==> src/rtl/vpm_pkg.sv <==
// Purpose: shared constants and types of the virtual partition map register bank
// Assumes: one core clock, synchronous active-low reset
// Notes:   holds the mapping registers for virtual identifiers 12 to 23
package vpm_pkg;
	// system-register encoding of the mapping registers
	localparam logic [1:0] ENC_OP0       = 2'h3;
	localparam logic [2:0] ENC_OP1       = 3'h4;
	localparam logic [3:0] ENC_CRN       = 4'ha;
	localparam logic [3:0] ENC_CRM       = 4'h6;
	localparam logic [2:0] ENC_OP2_FIRST = 3'h3;

	// register indices held by this bank
	localparam logic [2:0] FIRST_MAP_IDX = 3'h3;
	localparam int         NUM_MAP_REGS  = 3;
	localparam logic [1:0] LAST_SLOT     = 2'h2;
	localparam logic [13:0] FIRST_VREG   = 14'h0003;
	localparam logic [13:0] LAST_VREG    = 14'h0005;

	// register and field layout
	localparam int REG_W   = 64;
	localparam int FIELD_W = 16;
	localparam int VALID_W = 32;

	// nested redirection offsets, one per slot
	localparam logic [11:0] NV_OFF_12_TO_15 = 12'h958;
	localparam logic [11:0] NV_OFF_16_TO_19 = 12'h960;
	localparam logic [11:0] NV_OFF_20_TO_23 = 12'h968;

	// trap syndrome class
	localparam logic [5:0] TRAP_SYNDROME = 6'h18;

	// privilege level codes
	localparam logic [1:0] LEVEL_0 = 2'h0;
	localparam logic [1:0] LEVEL_1 = 2'h1;
	localparam logic [1:0] LEVEL_2 = 2'h2;
	localparam logic [1:0] LEVEL_3 = 2'h3;

	// reset values of the answer and translation registers
	localparam logic [11:0] OFFSET_RST = 12'h000;
	localparam logic [5:0]  SYND_RST   = 6'h00;
	localparam logic [15:0] PID_RST    = 16'h0000;

	// result of one system-register access
	typedef enum logic [2:0] {
		ACC_NONE,
		ACC_DONE,
		ACC_UNDEF,
		ACC_TRAP,
		ACC_REDIRECT
	} acc_outcome_e;
endpackage

==> src/rtl/map_store_if.sv <==
// Purpose: carrier between the control logic and the mapping storage
// Assumes: all signals on the core clock
// Notes:   read data come back one enabled edge after the read enable
interface map_store_if;
	logic        wr_en;
	logic [1:0]  wr_slot;
	logic [63:0] wr_data;
	logic        rd_en;
	logic [1:0]  rd_slot;
	logic [63:0] rd_data;
	logic        xl_en;
	logic [1:0]  xl_slot;
	logic [63:0] xl_data;

	modport ctrl (output wr_en, wr_slot, wr_data, rd_en, rd_slot, xl_en, xl_slot,
		input rd_data, xl_data);
	modport store (input wr_en, wr_slot, wr_data, rd_en, rd_slot, xl_en, xl_slot,
		output rd_data, xl_data);
endinterface

==> src/rtl/map_store.sv <==
// Purpose: storage of the three 64-bit mapping registers
// Assumes: slots are below the register count when enabled
// Notes:   cells carry no reset, their content is unknown until written
module map_store (
	// clock
	input wire logic        ref_clk,
	input wire logic        clk_en,
	// storage port
	map_store_if.store      mem
);
	logic [63:0] cells [vpm_pkg::NUM_MAP_REGS];

	// whole-register write and two registered read ports
	always_ff @(posedge ref_clk)
	begin
		if (clk_en)
		begin
			if (mem.wr_en)
				cells[mem.wr_slot] <= mem.wr_data;
			if (mem.rd_en)
				mem.rd_data <= cells[mem.rd_slot];
			if (mem.xl_en)
				mem.xl_data <= cells[mem.xl_slot];
		end
	end
endmodule

==> src/rtl/reg_present.sv <==
// Purpose: tells whether one mapping register exists
// Assumes: highest index is a static configuration level
// Notes:   one instance per register of the bank
module reg_present #(
	parameter logic [2:0] REG_IDX = 3'h3
) (
	// configuration
	input wire logic        hyp_control_present,
	input wire logic [2:0]  highest_map_index,
	// result
	output logic            present
);
	// present when hypervisor control exists and the index reaches it
	assign present = hyp_control_present && (highest_map_index >= REG_IDX);
endmodule

==> src/rtl/virtual_partition_id_map_regs.sv <==
// Purpose: virtual-to-physical partition map registers for virtual ids 12 to 23
// Assumes: inputs synchronous to ref_clk, configuration levels held steady
// Notes:   access answer one edge after request, translation two edges after

module virtual_partition_id_map_regs (
	// clock, reset, enable
	input wire logic         ref_clk,
	input wire logic         nrst,
	input wire logic         clk_en,
	// system-register access request
	input wire logic         req_valid,
	input wire logic         req_write,
	input wire logic [1:0]   req_op0,
	input wire logic [2:0]   req_op1,
	input wire logic [3:0]   req_crn,
	input wire logic [3:0]   req_crm,
	input wire logic [2:0]   req_op2,
	input wire logic [1:0]   req_level,
	input wire logic [63:0]  req_wdata,
	// configuration levels
	input wire logic         level2_enabled,
	input wire logic         level3_present,
	input wire logic         hyp_control_present,
	input wire logic [2:0]   highest_map_index,
	input wire logic         nested_virt_enable,
	input wire logic         nested_virt_redirect,
	input wire logic         trap_lower_levels,
	input wire logic         level1_map_enable,
	input wire logic         level0_map_enable,
	input wire logic [31:0]  map_entry_valid_bits,
	// access answer
	output logic             resp_valid,
	output logic [2:0]       resp_outcome,
	output logic [63:0]      resp_rdata,
	output logic [1:0]       trap_target_level,
	output logic [5:0]       trap_syndrome,
	output logic [11:0]      redirect_offset,
	// translation request and result
	input wire logic         xlat_req,
	input wire logic         xlat_from_level1,
	input wire logic [15:0]  xlat_vid,
	output logic             xlat_done,
	output logic             xlat_mapped,
	output logic [15:0]      xlat_pid
);
	map_store_if mem_if ();

	// presence of each register of the bank
	logic [vpm_pkg::NUM_MAP_REGS-1:0] present_vec;

	genvar gi;
	generate
		for (gi = 0; gi < vpm_pkg::NUM_MAP_REGS; gi++)
		begin : g_present
			reg_present #(
				.REG_IDX (3'(vpm_pkg::FIRST_MAP_IDX + 3'(gi)))
			) u_present (
				.hyp_control_present (hyp_control_present),
				.highest_map_index   (highest_map_index),
				.present             (present_vec[gi])
			);
		end
	endgenerate

	// storage of the three mapping registers
	map_store u_store (
		.ref_clk (ref_clk),
		.clk_en  (clk_en),
		.mem     (mem_if.store)
	);

	// encoding decode
	wire        enc_base;
	wire [2:0]  op2_off;
	wire        enc_hit;
	wire [1:0]  acc_slot;
	wire        slot_present;

	assign enc_base     = (req_op0 == vpm_pkg::ENC_OP0) && (req_op1 == vpm_pkg::ENC_OP1)
		&& (req_crn == vpm_pkg::ENC_CRN) && (req_crm == vpm_pkg::ENC_CRM);
	assign op2_off      = req_op2 - vpm_pkg::ENC_OP2_FIRST;
	assign enc_hit      = enc_base && (req_op2 >= vpm_pkg::ENC_OP2_FIRST)
		&& (op2_off[1:0] <= vpm_pkg::LAST_SLOT) && (op2_off[2] == 1'b0);
	assign acc_slot     = enc_hit ? op2_off[1:0] : 2'h0;
	assign slot_present = present_vec[acc_slot];

	// permission decode of one access
	wire                  trap_to_3;
	wire                  l1_redirect;
	wire                  l1_trap;
	wire                  l2_trap;
	vpm_pkg::acc_outcome_e l1_outcome;
	vpm_pkg::acc_outcome_e level_outcome;
	vpm_pkg::acc_outcome_e outcome_nxt;
	wire [1:0]            trap_level_nxt;
	wire [11:0]           offset_nxt;

	assign trap_to_3   = level3_present && trap_lower_levels;
	assign l1_redirect = level2_enabled && nested_virt_redirect && nested_virt_enable;
	assign l1_trap     = level2_enabled && nested_virt_enable && !l1_redirect;
	assign l2_trap     = trap_to_3;

	// level 1 picks redirect, trap or undefined in that order
	assign l1_outcome = l1_redirect ? vpm_pkg::ACC_REDIRECT
		: l1_trap ? vpm_pkg::ACC_TRAP
		: vpm_pkg::ACC_UNDEF;

	// outcome by current privilege level
	assign level_outcome = (req_level == vpm_pkg::LEVEL_0) ? vpm_pkg::ACC_UNDEF
		: (req_level == vpm_pkg::LEVEL_1) ? l1_outcome
		: (req_level == vpm_pkg::LEVEL_2) ? (l2_trap ? vpm_pkg::ACC_TRAP : vpm_pkg::ACC_DONE)
		: vpm_pkg::ACC_DONE;

	// absent registers are undefined before any level check
	assign outcome_nxt = !enc_hit ? vpm_pkg::ACC_NONE
		: !slot_present ? vpm_pkg::ACC_UNDEF
		: level_outcome;

	// trap target: level 3 when trapping lower, else level 2
	assign trap_level_nxt = ((req_level == vpm_pkg::LEVEL_1) && !trap_to_3)
		? vpm_pkg::LEVEL_2 : vpm_pkg::LEVEL_3;

	// nested memory offset per register
	assign offset_nxt = (acc_slot == 2'h0) ? vpm_pkg::NV_OFF_12_TO_15
		: (acc_slot == 2'h1) ? vpm_pkg::NV_OFF_16_TO_19
		: vpm_pkg::NV_OFF_20_TO_23;

	// storage access for a permitted direct access
	wire acc_take;
	wire acc_done;

	assign acc_take = req_valid && clk_en;
	assign acc_done = acc_take && (outcome_nxt == vpm_pkg::ACC_DONE);

	assign mem_if.wr_en   = acc_done && req_write;
	assign mem_if.wr_slot = acc_slot;
	assign mem_if.wr_data = req_wdata;
	assign mem_if.rd_en   = acc_done && !req_write;
	assign mem_if.rd_slot = acc_slot;

	// answer registers
	logic                  resp_valid_r;
	vpm_pkg::acc_outcome_e outcome_r;
	logic [1:0]            trap_level_r;
	logic [5:0]            syndrome_r;
	logic [11:0]           offset_r;

	// capture the answer one edge after the request
	always_ff @(posedge ref_clk)
	begin
		if (!nrst)
		begin
			resp_valid_r <= 1'b0;
			outcome_r    <= vpm_pkg::ACC_NONE;
			trap_level_r <= vpm_pkg::LEVEL_0;
			syndrome_r   <= vpm_pkg::SYND_RST;
			offset_r     <= vpm_pkg::OFFSET_RST;
		end
		else if (clk_en)
		begin
			resp_valid_r <= req_valid;
			if (req_valid)
			begin
				outcome_r    <= outcome_nxt;
				trap_level_r <= (outcome_nxt == vpm_pkg::ACC_TRAP) ? trap_level_nxt : vpm_pkg::LEVEL_0;
				syndrome_r   <= (outcome_nxt == vpm_pkg::ACC_TRAP) ? vpm_pkg::TRAP_SYNDROME
					: vpm_pkg::SYND_RST;
				offset_r     <= (outcome_nxt == vpm_pkg::ACC_REDIRECT) ? offset_nxt
					: vpm_pkg::OFFSET_RST;
			end
		end
	end

	// read data holds the last direct read
	logic rdata_seen_r;

	always_ff @(posedge ref_clk)
	begin
		if (!nrst)
			rdata_seen_r <= 1'b0;
		else if (clk_en && mem_if.rd_en)
			rdata_seen_r <= 1'b1;
	end

	assign resp_valid        = resp_valid_r;
	assign resp_outcome      = outcome_r;
	assign resp_rdata        = rdata_seen_r ? mem_if.rd_data : {vpm_pkg::REG_W{1'b0}};
	assign trap_target_level = trap_level_r;
	assign trap_syndrome     = syndrome_r;
	assign redirect_offset   = offset_r;

	// translation stage 1: locate register and field of the virtual id
	wire [13:0] xl_vreg;
	wire        xl_in_bank;
	wire [13:0] xl_slot_wide;
	wire [1:0]  xl_slot;
	wire        xl_enabled;
	wire        xl_entry_valid;
	wire        xl_use;

	assign xl_vreg        = xlat_vid[15:2];
	assign xl_in_bank     = (xl_vreg >= vpm_pkg::FIRST_VREG) && (xl_vreg <= vpm_pkg::LAST_VREG);
	assign xl_slot_wide   = xl_vreg - vpm_pkg::FIRST_VREG;
	assign xl_slot        = xl_in_bank ? xl_slot_wide[1:0] : 2'h0;
	assign xl_enabled     = xlat_from_level1 ? level1_map_enable : level0_map_enable;
	assign xl_entry_valid = map_entry_valid_bits[xlat_vid[4:0]];
	assign xl_use         = xl_in_bank && present_vec[xl_slot] && level2_enabled
		&& xl_enabled && xl_entry_valid;

	assign mem_if.xl_en   = xlat_req && clk_en;
	assign mem_if.xl_slot = xl_slot;

	// stage 1 pipeline registers
	logic        xs1_valid_r;
	logic        xs1_use_r;
	logic [1:0]  xs1_field_r;
	logic [15:0] xs1_vid_r;

	always_ff @(posedge ref_clk)
	begin
		if (!nrst)
		begin
			xs1_valid_r <= 1'b0;
			xs1_use_r   <= 1'b0;
			xs1_field_r <= 2'h0;
			xs1_vid_r   <= vpm_pkg::PID_RST;
		end
		else if (clk_en)
		begin
			xs1_valid_r <= xlat_req;
			if (xlat_req)
			begin
				xs1_use_r   <= xl_use;
				xs1_field_r <= xlat_vid[1:0];
				xs1_vid_r   <= xlat_vid;
			end
		end
	end

	// stage 2: pick the 16-bit field, highest id in the top field
	wire [15:0] xl_field;

	assign xl_field = (xs1_field_r == 2'h3) ? mem_if.xl_data[63:48]
		: (xs1_field_r == 2'h2) ? mem_if.xl_data[47:32]
		: (xs1_field_r == 2'h1) ? mem_if.xl_data[31:16]
		: mem_if.xl_data[15:0];

	logic        xlat_done_r;
	logic        xlat_mapped_r;
	logic [15:0] xlat_pid_r;

	// unmapped ids pass through unchanged
	always_ff @(posedge ref_clk)
	begin
		if (!nrst)
		begin
			xlat_done_r   <= 1'b0;
			xlat_mapped_r <= 1'b0;
			xlat_pid_r    <= vpm_pkg::PID_RST;
		end
		else if (clk_en)
		begin
			xlat_done_r <= xs1_valid_r;
			if (xs1_valid_r)
			begin
				xlat_mapped_r <= xs1_use_r;
				xlat_pid_r    <= xs1_use_r ? xl_field : xs1_vid_r;
			end
		end
	end

	assign xlat_done   = xlat_done_r;
	assign xlat_mapped = xlat_mapped_r;
	assign xlat_pid    = xlat_pid_r;
endmodule

==> config.mk <==
export PLATFORM = sky130hd
export DESIGN_NAME = virtual_partition_id_map_regs
export DESIGN_NICKNAME = d
export VERILOG_FILES = /design/src/rtl/vpm_pkg.sv /design/src/rtl/map_store_if.sv /design/src/rtl/map_store.sv /design/src/rtl/reg_present.sv /design/src/rtl/virtual_partition_id_map_regs.sv
export SDC_FILE = /design/constraint.sdc
export NUM_CORES = 1
export LEC_CHECK = 0
export BUFFER_PORTS_ARGS = -buffer_cell sky130_fd_sc_hd__clkbuf_2
export CAP_MARGIN = 20
export CORE_MARGIN = 2
export CORE_UTILIZATION = 38
export CTS_CLUSTER_SIZE = 28
export DETAILED_ROUTE_END_ITERATION = 8
export SETUP_SLACK_MARGIN = 0.3
export SYNTH_ARGS = -nofsm -noshare
export SYNTH_HDL_FRONTEND = slang
export SYNTH_SLANG_ARGS = --single-unit
==> constraint.sdc <==
create_clock -name ref_clk -period 11 [get_ports ref_clk]
set_clock_uncertainty 0.15 [all_clocks]
set_input_delay 0.55 -clock ref_clk [delete_from_list [all_inputs] [get_ports ref_clk]]
set_output_delay 0.55 -clock ref_clk [all_outputs]
set_load 0.01 [all_outputs]
; Word-level counts from Yosys, hierarchy flattened
; Memory sizes are Yosys's and may differ from the RTL's. A register that Yosys moved wholly into a read port is not among the register bits.
; Index checks and enable logic that the tools add are counted.
[word_totals]
reg_bits = 63
in_bits = 148
mem_count = 1
output_inout_bits = 106
ram_bits = 192
wordCells = 107
[classes]
n_eq_ne = 13
n_mux = 31
bitwise = 1
magnitude_cmp = 10
add_sub_neg = 2
n_reduce_logical = 36
[mem_list]
columns = name, words, word_bits, read_ports, rd_ports_with_merged_regs, wr, line
row1 = u_store.cells, 3, 64, 2, 2, 1, map_store.sv:11  ; logic [63:0] cells [vpm_pkg::NUM_MAP_REGS];
[op_table]
columns = operator, count
row1 = 16-bit two-way mux, 4
row2 = 64-bit two-way mux, 1
row3 = 1-bit logical AND, 26
row4 = 3-bit two-way mux, 5
row5 = "14-bit by 2-bit >= comparator with 1-bit output, second input constant", 1
row6 = "14-bit by 3-bit <= comparator with 1-bit output, second input constant", 1
row7 = 12-bit two-way mux, 1
row8 = 2-bit two-way mux, 5
row9 = 2-bit AND reduction, 5
row10 = 1-bit two-way mux, 9
row11 = "2-bit equality test, second input constant", 4
row12 = "2-bit by 1-bit equality test with 1-bit output, second input constant", 3
row13 = "3-bit equality test, second input constant", 2
row14 = "3-bit by 2-bit >= comparator with 1-bit output, second input constant", 2
row15 = "3-bit >= comparator, second input constant", 2
row16 = "2-bit by 3-bit less-than comparator with 1-bit output, second input constant", 2
row17 = "5-bit by 6-bit less-than comparator with 1-bit output, second input constant", 1
row18 = 6-bit two-way mux, 1
row19 = 1-bit binary-select mux with 5-bit select, 1
row20 = 5-bit two-way mux, 1
row21 = 1-bit binary-select mux with 2-bit select, 2
row22 = "4-bit by 3-bit equality test with 1-bit output, second input constant", 1
row23 = "4-bit equality test, second input constant", 1
row24 = 2-bit logical NOT, 2
row25 = 8 further kinds, 10

; Longest topological paths before layout
[depth]
depth_word = 18
depth_mapped = 10
mapped_depth_nobuf = 8

; Hierarchy
; Synthesis repeated with hierarchy kept, for this count alone.
[unflattened]
hier_cells = 1138
area_unflattened_um2 = 15751.4
[by_module_without_submodules]
columns = module, cells_each, seq_area_each_um2, instances, area_per_inst_um2
row1 = map_store, 752, 9609.2, 1, 12376.9
row2 = virtual_partition_id_map_regs, 382, 940.9, 1, 3347.0
row3 = reg_present (g_present[0].u_present), 2, 0.0, 1, 11.3
row4 = reg_present (g_present[2].u_present), 1, 0.0, 1, 10.0
row5 = reg_present (g_present[1].u_present), 1, 0.0, 1, 6.3

; Least setup slack after synthesis
; No wires, ideal clock.
[synth_timing]
path_kind = input -> register
from = in req_op2[0]
to = reg u_store.mem.rd_data[0] (read register of u_store.cells) (enable)
t_required_ns = 10.202
arrival_time_ns = 7.985
slack_ns = 2.217
setup_time_ns = 0.648
path_stages = 7
path_buffers = 0
path_cell_list = ha_1 -> ha_1 -> nor4bb_1 -> and3_1 -> and2_2 -> o2111ai_2 -> nor4_1
[synth_between]
elab_chain_len = 13
elab_cells_between_ends = 16
cone_classes = add/sub (1) / order compare (2) / eq/ne (1) / mux (5) / bitwise (1) / reduce/logical (6)
[synth_rtl]
columns = item, line
row1 = from (decl), virtual_partition_id_map_regs.sv:17  ; input wire logic [2:0] req_op2,
row2 = 3-bit by 2-bit subtractor with 3-bit output / 3-bit by 2-bit >= comparator with 1-bit output (equally long branches), "virtual_partition_id_map_regs.sv:81, virtual_partition_id_map_regs.sv:82"
row3 = 2-bit <= comparator / 1-bit logical AND (equally long branches), "virtual_partition_id_map_regs.sv:83, virtual_partition_id_map_regs.sv:82"
row4 = 1-bit logical AND (2 in series), virtual_partition_id_map_regs.sv:83  ; && (op2_off[1:0] <= vpm_pkg::LAST_SLOT) && (op2_off[2] == 1'b0);
row5 = 2-bit two-way mux, virtual_partition_id_map_regs.sv:84  ; assign acc_slot = enc_hit ? op2_off[1:0] : 2'h0;
row6 = 1-bit binary-select mux with 2-bit select, virtual_partition_id_map_regs.sv:85  ; assign slot_present = present_vec[acc_slot];
row7 = 1-bit two-way mux (implied by the code), virtual_partition_id_map_regs.sv:85
row8 = 3-bit two-way mux, virtual_partition_id_map_regs.sv:116  ; : !slot_present ? vpm_pkg::ACC_UNDEF
row9 = 3-bit two-way mux, virtual_partition_id_map_regs.sv:115  ; assign outcome_nxt = !enc_hit ? vpm_pkg::ACC_NONE
row10 = 3-bit by 1-bit equality test with 1-bit output, virtual_partition_id_map_regs.sv:133  ; assign acc_done = acc_take && (outcome_nxt == vpm_pkg::ACC_DONE);
row11 = 1-bit logical AND, virtual_partition_id_map_regs.sv:133
row12 = 1-bit logical AND, virtual_partition_id_map_regs.sv:138  ; assign mem_if.rd_en = acc_done && !req_write;
row13 = 2-bit AND reduction (no line), n/a
row14 = to (decl), map_store_if.sv:18  ; output rd_data, xl_data);
; Parallel ways exist; a longest one is shown, timed or not. The select of a mux whose other input is x is not followed.
; A chain may end at the register's enable or synchronous reset.

; Final worst setup path
[layout_timing]
from = in req_op2[0]
to = mem u_store.cells[2][4] (enable)
[layout_between]
elab_chain_len = 15
elab_cells_between_ends = 18
cone_classes = add/sub (1) / order compare (2) / eq/ne (1) / mux (8) / bitwise (1) / reduce/logical (5)
[layout_rtl]
columns = item, line
row1 = 3-bit by 2-bit subtractor with 3-bit output / 3-bit by 2-bit >= comparator with 1-bit output (equally long branches), "virtual_partition_id_map_regs.sv:81, virtual_partition_id_map_regs.sv:82"
row2 = 2-bit <= comparator / 1-bit logical AND (equally long branches), "virtual_partition_id_map_regs.sv:83, virtual_partition_id_map_regs.sv:82"
row3 = 1-bit logical AND (2 in series), virtual_partition_id_map_regs.sv:83
row4 = 2-bit two-way mux, virtual_partition_id_map_regs.sv:84
row5 = 1-bit binary-select mux with 2-bit select, virtual_partition_id_map_regs.sv:85
row6 = 1-bit two-way mux (implied by the code), virtual_partition_id_map_regs.sv:85
row7 = 3-bit two-way mux, virtual_partition_id_map_regs.sv:116
row8 = 3-bit two-way mux, virtual_partition_id_map_regs.sv:115
row9 = 3-bit by 1-bit equality test with 1-bit output, virtual_partition_id_map_regs.sv:133
row10 = 1-bit logical AND, virtual_partition_id_map_regs.sv:133
row11 = 1-bit logical AND, virtual_partition_id_map_regs.sv:135  ; assign mem_if.wr_en = acc_done && req_write;
row12 = 1-bit two-way mux, map_store.sv:18  ; if (mem.wr_en)
row13 = 1-bit two-way mux, map_store.sv:16  ; if (clk_en)
row14 = 1-bit two-way mux (implied by the code), map_store.sv:19  ; cells[mem.wr_slot] <= mem.wr_data;
row15 = to (decl), map_store.sv:11
; Parallel ways exist; a longest one is shown, timed or not. The select of a mux whose other input is x is not followed.

==> key figures <==
Run status
  • Status: complete, no violations

Yosys
  • Yosys cell types: 56
  • Simple-gate share of the synthesized area: 9.88%
  • Yosys reg bits: 367
  • Top cell type's share of synthesized area: 61.7%
  • EDFF count, synth: 320
  • Synth Flop Type: edfxtp_1
  • Most frequent cells after synthesis: edfxtp_1, nand2_1, mux2i_1, a21oi_1, and2_1
  • Syn Area/Cell: 13.5 sq um
  • XOR/XNOR share of the synthesized area: 0%
  • Mapped cell area: 15600 sq um
  • Sequential-to-total area share from yosys stat: 67.8%
  • Count leader, synth: edfxtp_1
  • Synth async-reset ratio: 0%
  • Top cells by area, synth: edfxtp_1, dfxtp_1, mux2i_1
  • Compound-Gate Fraction of Synth Area: 10.3%
  • Post-Synth Adder-Cell Area: 0.482%
  • Main combinational cell family by area after synthesis: compound AO/OA/AOI/OAI gates
  • Cell count after synthesis: 1155
  • Synth area leader: edfxtp_1
  • Mux contribution to synthesized area: 8.29%
  • Ys Warns: 0

Die
  • Die height: 206 um
  • Io pins: 254
  • Core Area: 40600 sq um
  • Initial core utilization: 38.3%
  • Site Rows: 74
  • Die W: 206 um
  • Die Footprint: 42600 sq um

STA
  • Period Utilization, post-route: 41.0%
  • Hold WS: 65.6 ps
  • Rel. slew slack: 27.5%
  • RSZ-0062 raised after global routing: no
  • Max-slew violations: 0
  • Final Hold Viols: 0
  • # setup viols final: 0
  • Max Fclk: 222 MHz
  • Setup TNS: 0 ps
  • Worst setup margin: 6500 ps
  • Worst-margin pin slew: 1090 ps
  • Final Critical Period: 4500 ps

Placed design
  • GP Congestion: 0.764
  • HPWL after DPL: 26000 um
  • Pre-CTS WS: 5940 ps
  • Buffers on Ports: 243

Layout
  • Antenna cell count: 0
  • Util after Layout: 45.4%
  • Fillcell total: 3649
  • Nets: 1528
  • Layout overhead on the synthesized area: 18.5%
  • Layout cells sized above 1: 25.6%

Route
  • Routed WL per cell: 21.2 um
  • Via count: 10200
  • Drt drc: 0
  • Vias/cell: 5.25
  • Detailed Routing Iterations Pass 1: 5
  • Initial DRC count: 733
  • DRT antenna net count: 0
  • Routed Wire Length: 41100 um

Global routing
  • Vias in the first global route: 9833
  • Largest net degree at the start of global routing: 70
  • Gr ovfl total: 0
  • Met3 usage: 3.28%
  • First-pass GRT wire length: 59800 um
  • Initial antenna violation count: 1
  • Met2 Usage GRT: 32.5%
  • Most used routing layer: met2
  • Met1 GRT Util: 24.6%
  • All-Layer GR Usage: 18.7%

CTS
  • Root buffer cell: clkbuf_16
  • Clock network latency to the later pin of the worst-skew pair: 530 ps
  • H-tree depth: 2
  • Max Buffers Root-to-Sink: 3
  • Number of buffers inserted by hold repair at cts: 0
  • Clock sink count: 367
  • Resize count post-CTS: 0
  • CTS tree: built
  • Clk slew on worst S/H paths: 60 ps
  • Setup Fix Bufs, Post-CTS: 0
  • Num CTS Buffers: 39

Setup path
  • CP peak stage delay: 790 ps
  • Cell at the slowest stage of the critical path: buf_4
  • Reg2reg setup slack: 8860 ps
  • R2r startpoint: xs1_vid_r[1]$_SDFFE_PN0P_
  • CP required: 11000 ps
  • Setup crit end kind: register
  • Worst R2R Path Depth: 4
  • Crit-path leading delay family: buffers and inverters
  • Arrival time worst endpoint: 4500 ps
  • Startpoint types: input pin
  • R2R Path End: xlat_pid[6]$_SDFFE_PN0P_
  • Critical path buffers and inverters: 3
  • Crit path cell chain: clkbuf_2 > ha_1 > ha_1 > nor4bb_1 > and3_1 > and2_2 > buf_4 > o2111ai_2 > or3b_4 > nor4_4 > buf_4
  • Max FO, Critical Path: 66
  • CP Class: input pin to register

Min path
  • Hold Path Origin: req_wdata[5]
  • WHS Path Cells: 1
  • Worst hold endpoint: u_store.cells[0][5]$_DFFE_PP_
  • Hold crit path type: input pin to register

Job
  • Max-Cap Viols: 0

Power and ir drop
  • PD cells: 160 nW/um^2
  • Leakage power: 0.00656 uW
  • VDD IR max: 89.6 uV
[power breakdown]
part	total [uW]	leakage, uW	switching (uW)	internal (uW)
clock network	1300	0.000609	530	770
registers	1520	0.00328	5.97	1520
logic	128	0.00267	77.3	50.6
[final cells by class]
type	count	area [sq um]	area share (%)
inverter	7	27.5	0.149
clock inverter	22	226	1.23
multi-input combinational	700	4600	24.9
tap	532	666	3.61
sequential	367	10600	57.2
timing repair buffer	259	1340	7.24
clock buffer	49	1040	5.66
[flip-flops by register name, indices dropped and copies added, names as in the netlist]
name / cells
u_store.cells: 192
u_store.mem.rd_data: 64
u_store.mem.xl_data: 64
xlat_pid: 16
xs1_vid_r: 15
redirect_offset: 4
resp_outcome: 3
rdata_seen_r: 1
resp_valid: 1
trap_syndrome: 1
trap_target_level: 1
xlat_done: 1
xlat_mapped: 1
xs1_field_r: 1
xs1_use_r: 1
xs1_valid_r: 1
[layer usage]
layer,part of all wire [%],routed length (um)
met2,50,20600
met4,1.3,514
met1,43,17500
met5,0.027,11
met3,5.9,2420
[worst max path at each step]
stage          cells past startpoint        from                                to
5_1_grt                           11  req_op2[0]    u_store.cells[2][55]$_DFFE_PP_
3_5_place_dp                      11  req_op2[0]    u_store.cells[2][54]$_DFFE_PP_
3_3_place_gp                      11  req_op2[0]    u_store.cells[2][38]$_DFFE_PP_
6_report                          11  req_op2[0]     u_store.cells[2][4]$_DFFE_PP_
4_1_cts                           11  req_op2[0]    u_store.cells[2][55]$_DFFE_PP_
2_1_floorplan                      7  req_op2[0]  u_store.mem.rd_data[0]$_DFFE_PP_
[through the flow]
stage / area, sq um / total power, uW / cells
after floorplan: 15600 / 1620 / 1164
after global placement: 17200 / 1680 / 1865
after detailed placement: 17200 / 1680 / 1865
after CTS: 18500 / 2980 / 1936
after global routing: 18500 / 3040 / 1936
final: 18500 / 2950 / 1936
[placed cells by master, fill, tap and decap left out, types with 3 or more instances in the layout]
cell type and instances:
edfxtp_1 320, clkbuf_2 243, nand2_1 128, mux2i_1 84
and2_1 70, a21oi_1 69, nor2_1 68, o22ai_1 65
o21ai_1 51, dfxtp_1 46, clkbuf_16 40, o21ai_0 23
a21boi_0 19, mux4_2 18, o211a_1 16, buf_4 16
conb_1 10, clkbuf_1 8, nand3_1 7, nor2b_1 7
clkinv_1 7, clkinv_2 6, inv_1 6, and3_1 5
ha_1 5, a211oi_1 4, nor4_4 4, mux2_2 4
clkinvlp_4 4, bufinv_16 4, nor4_1 3, o21a_1 3
nand2b_1 3
[cells by family (layout without fill, tap and decap cells)]
logic type,Yosys count,count (layout)
compound gates,264,264
flops,367,367
other cells,1,10
simple gates,314,314
mux,106,106
fa+ha+maj,6,6
buf+inv,97,337
No activity file was read; power rests on OpenSTA's default activity.
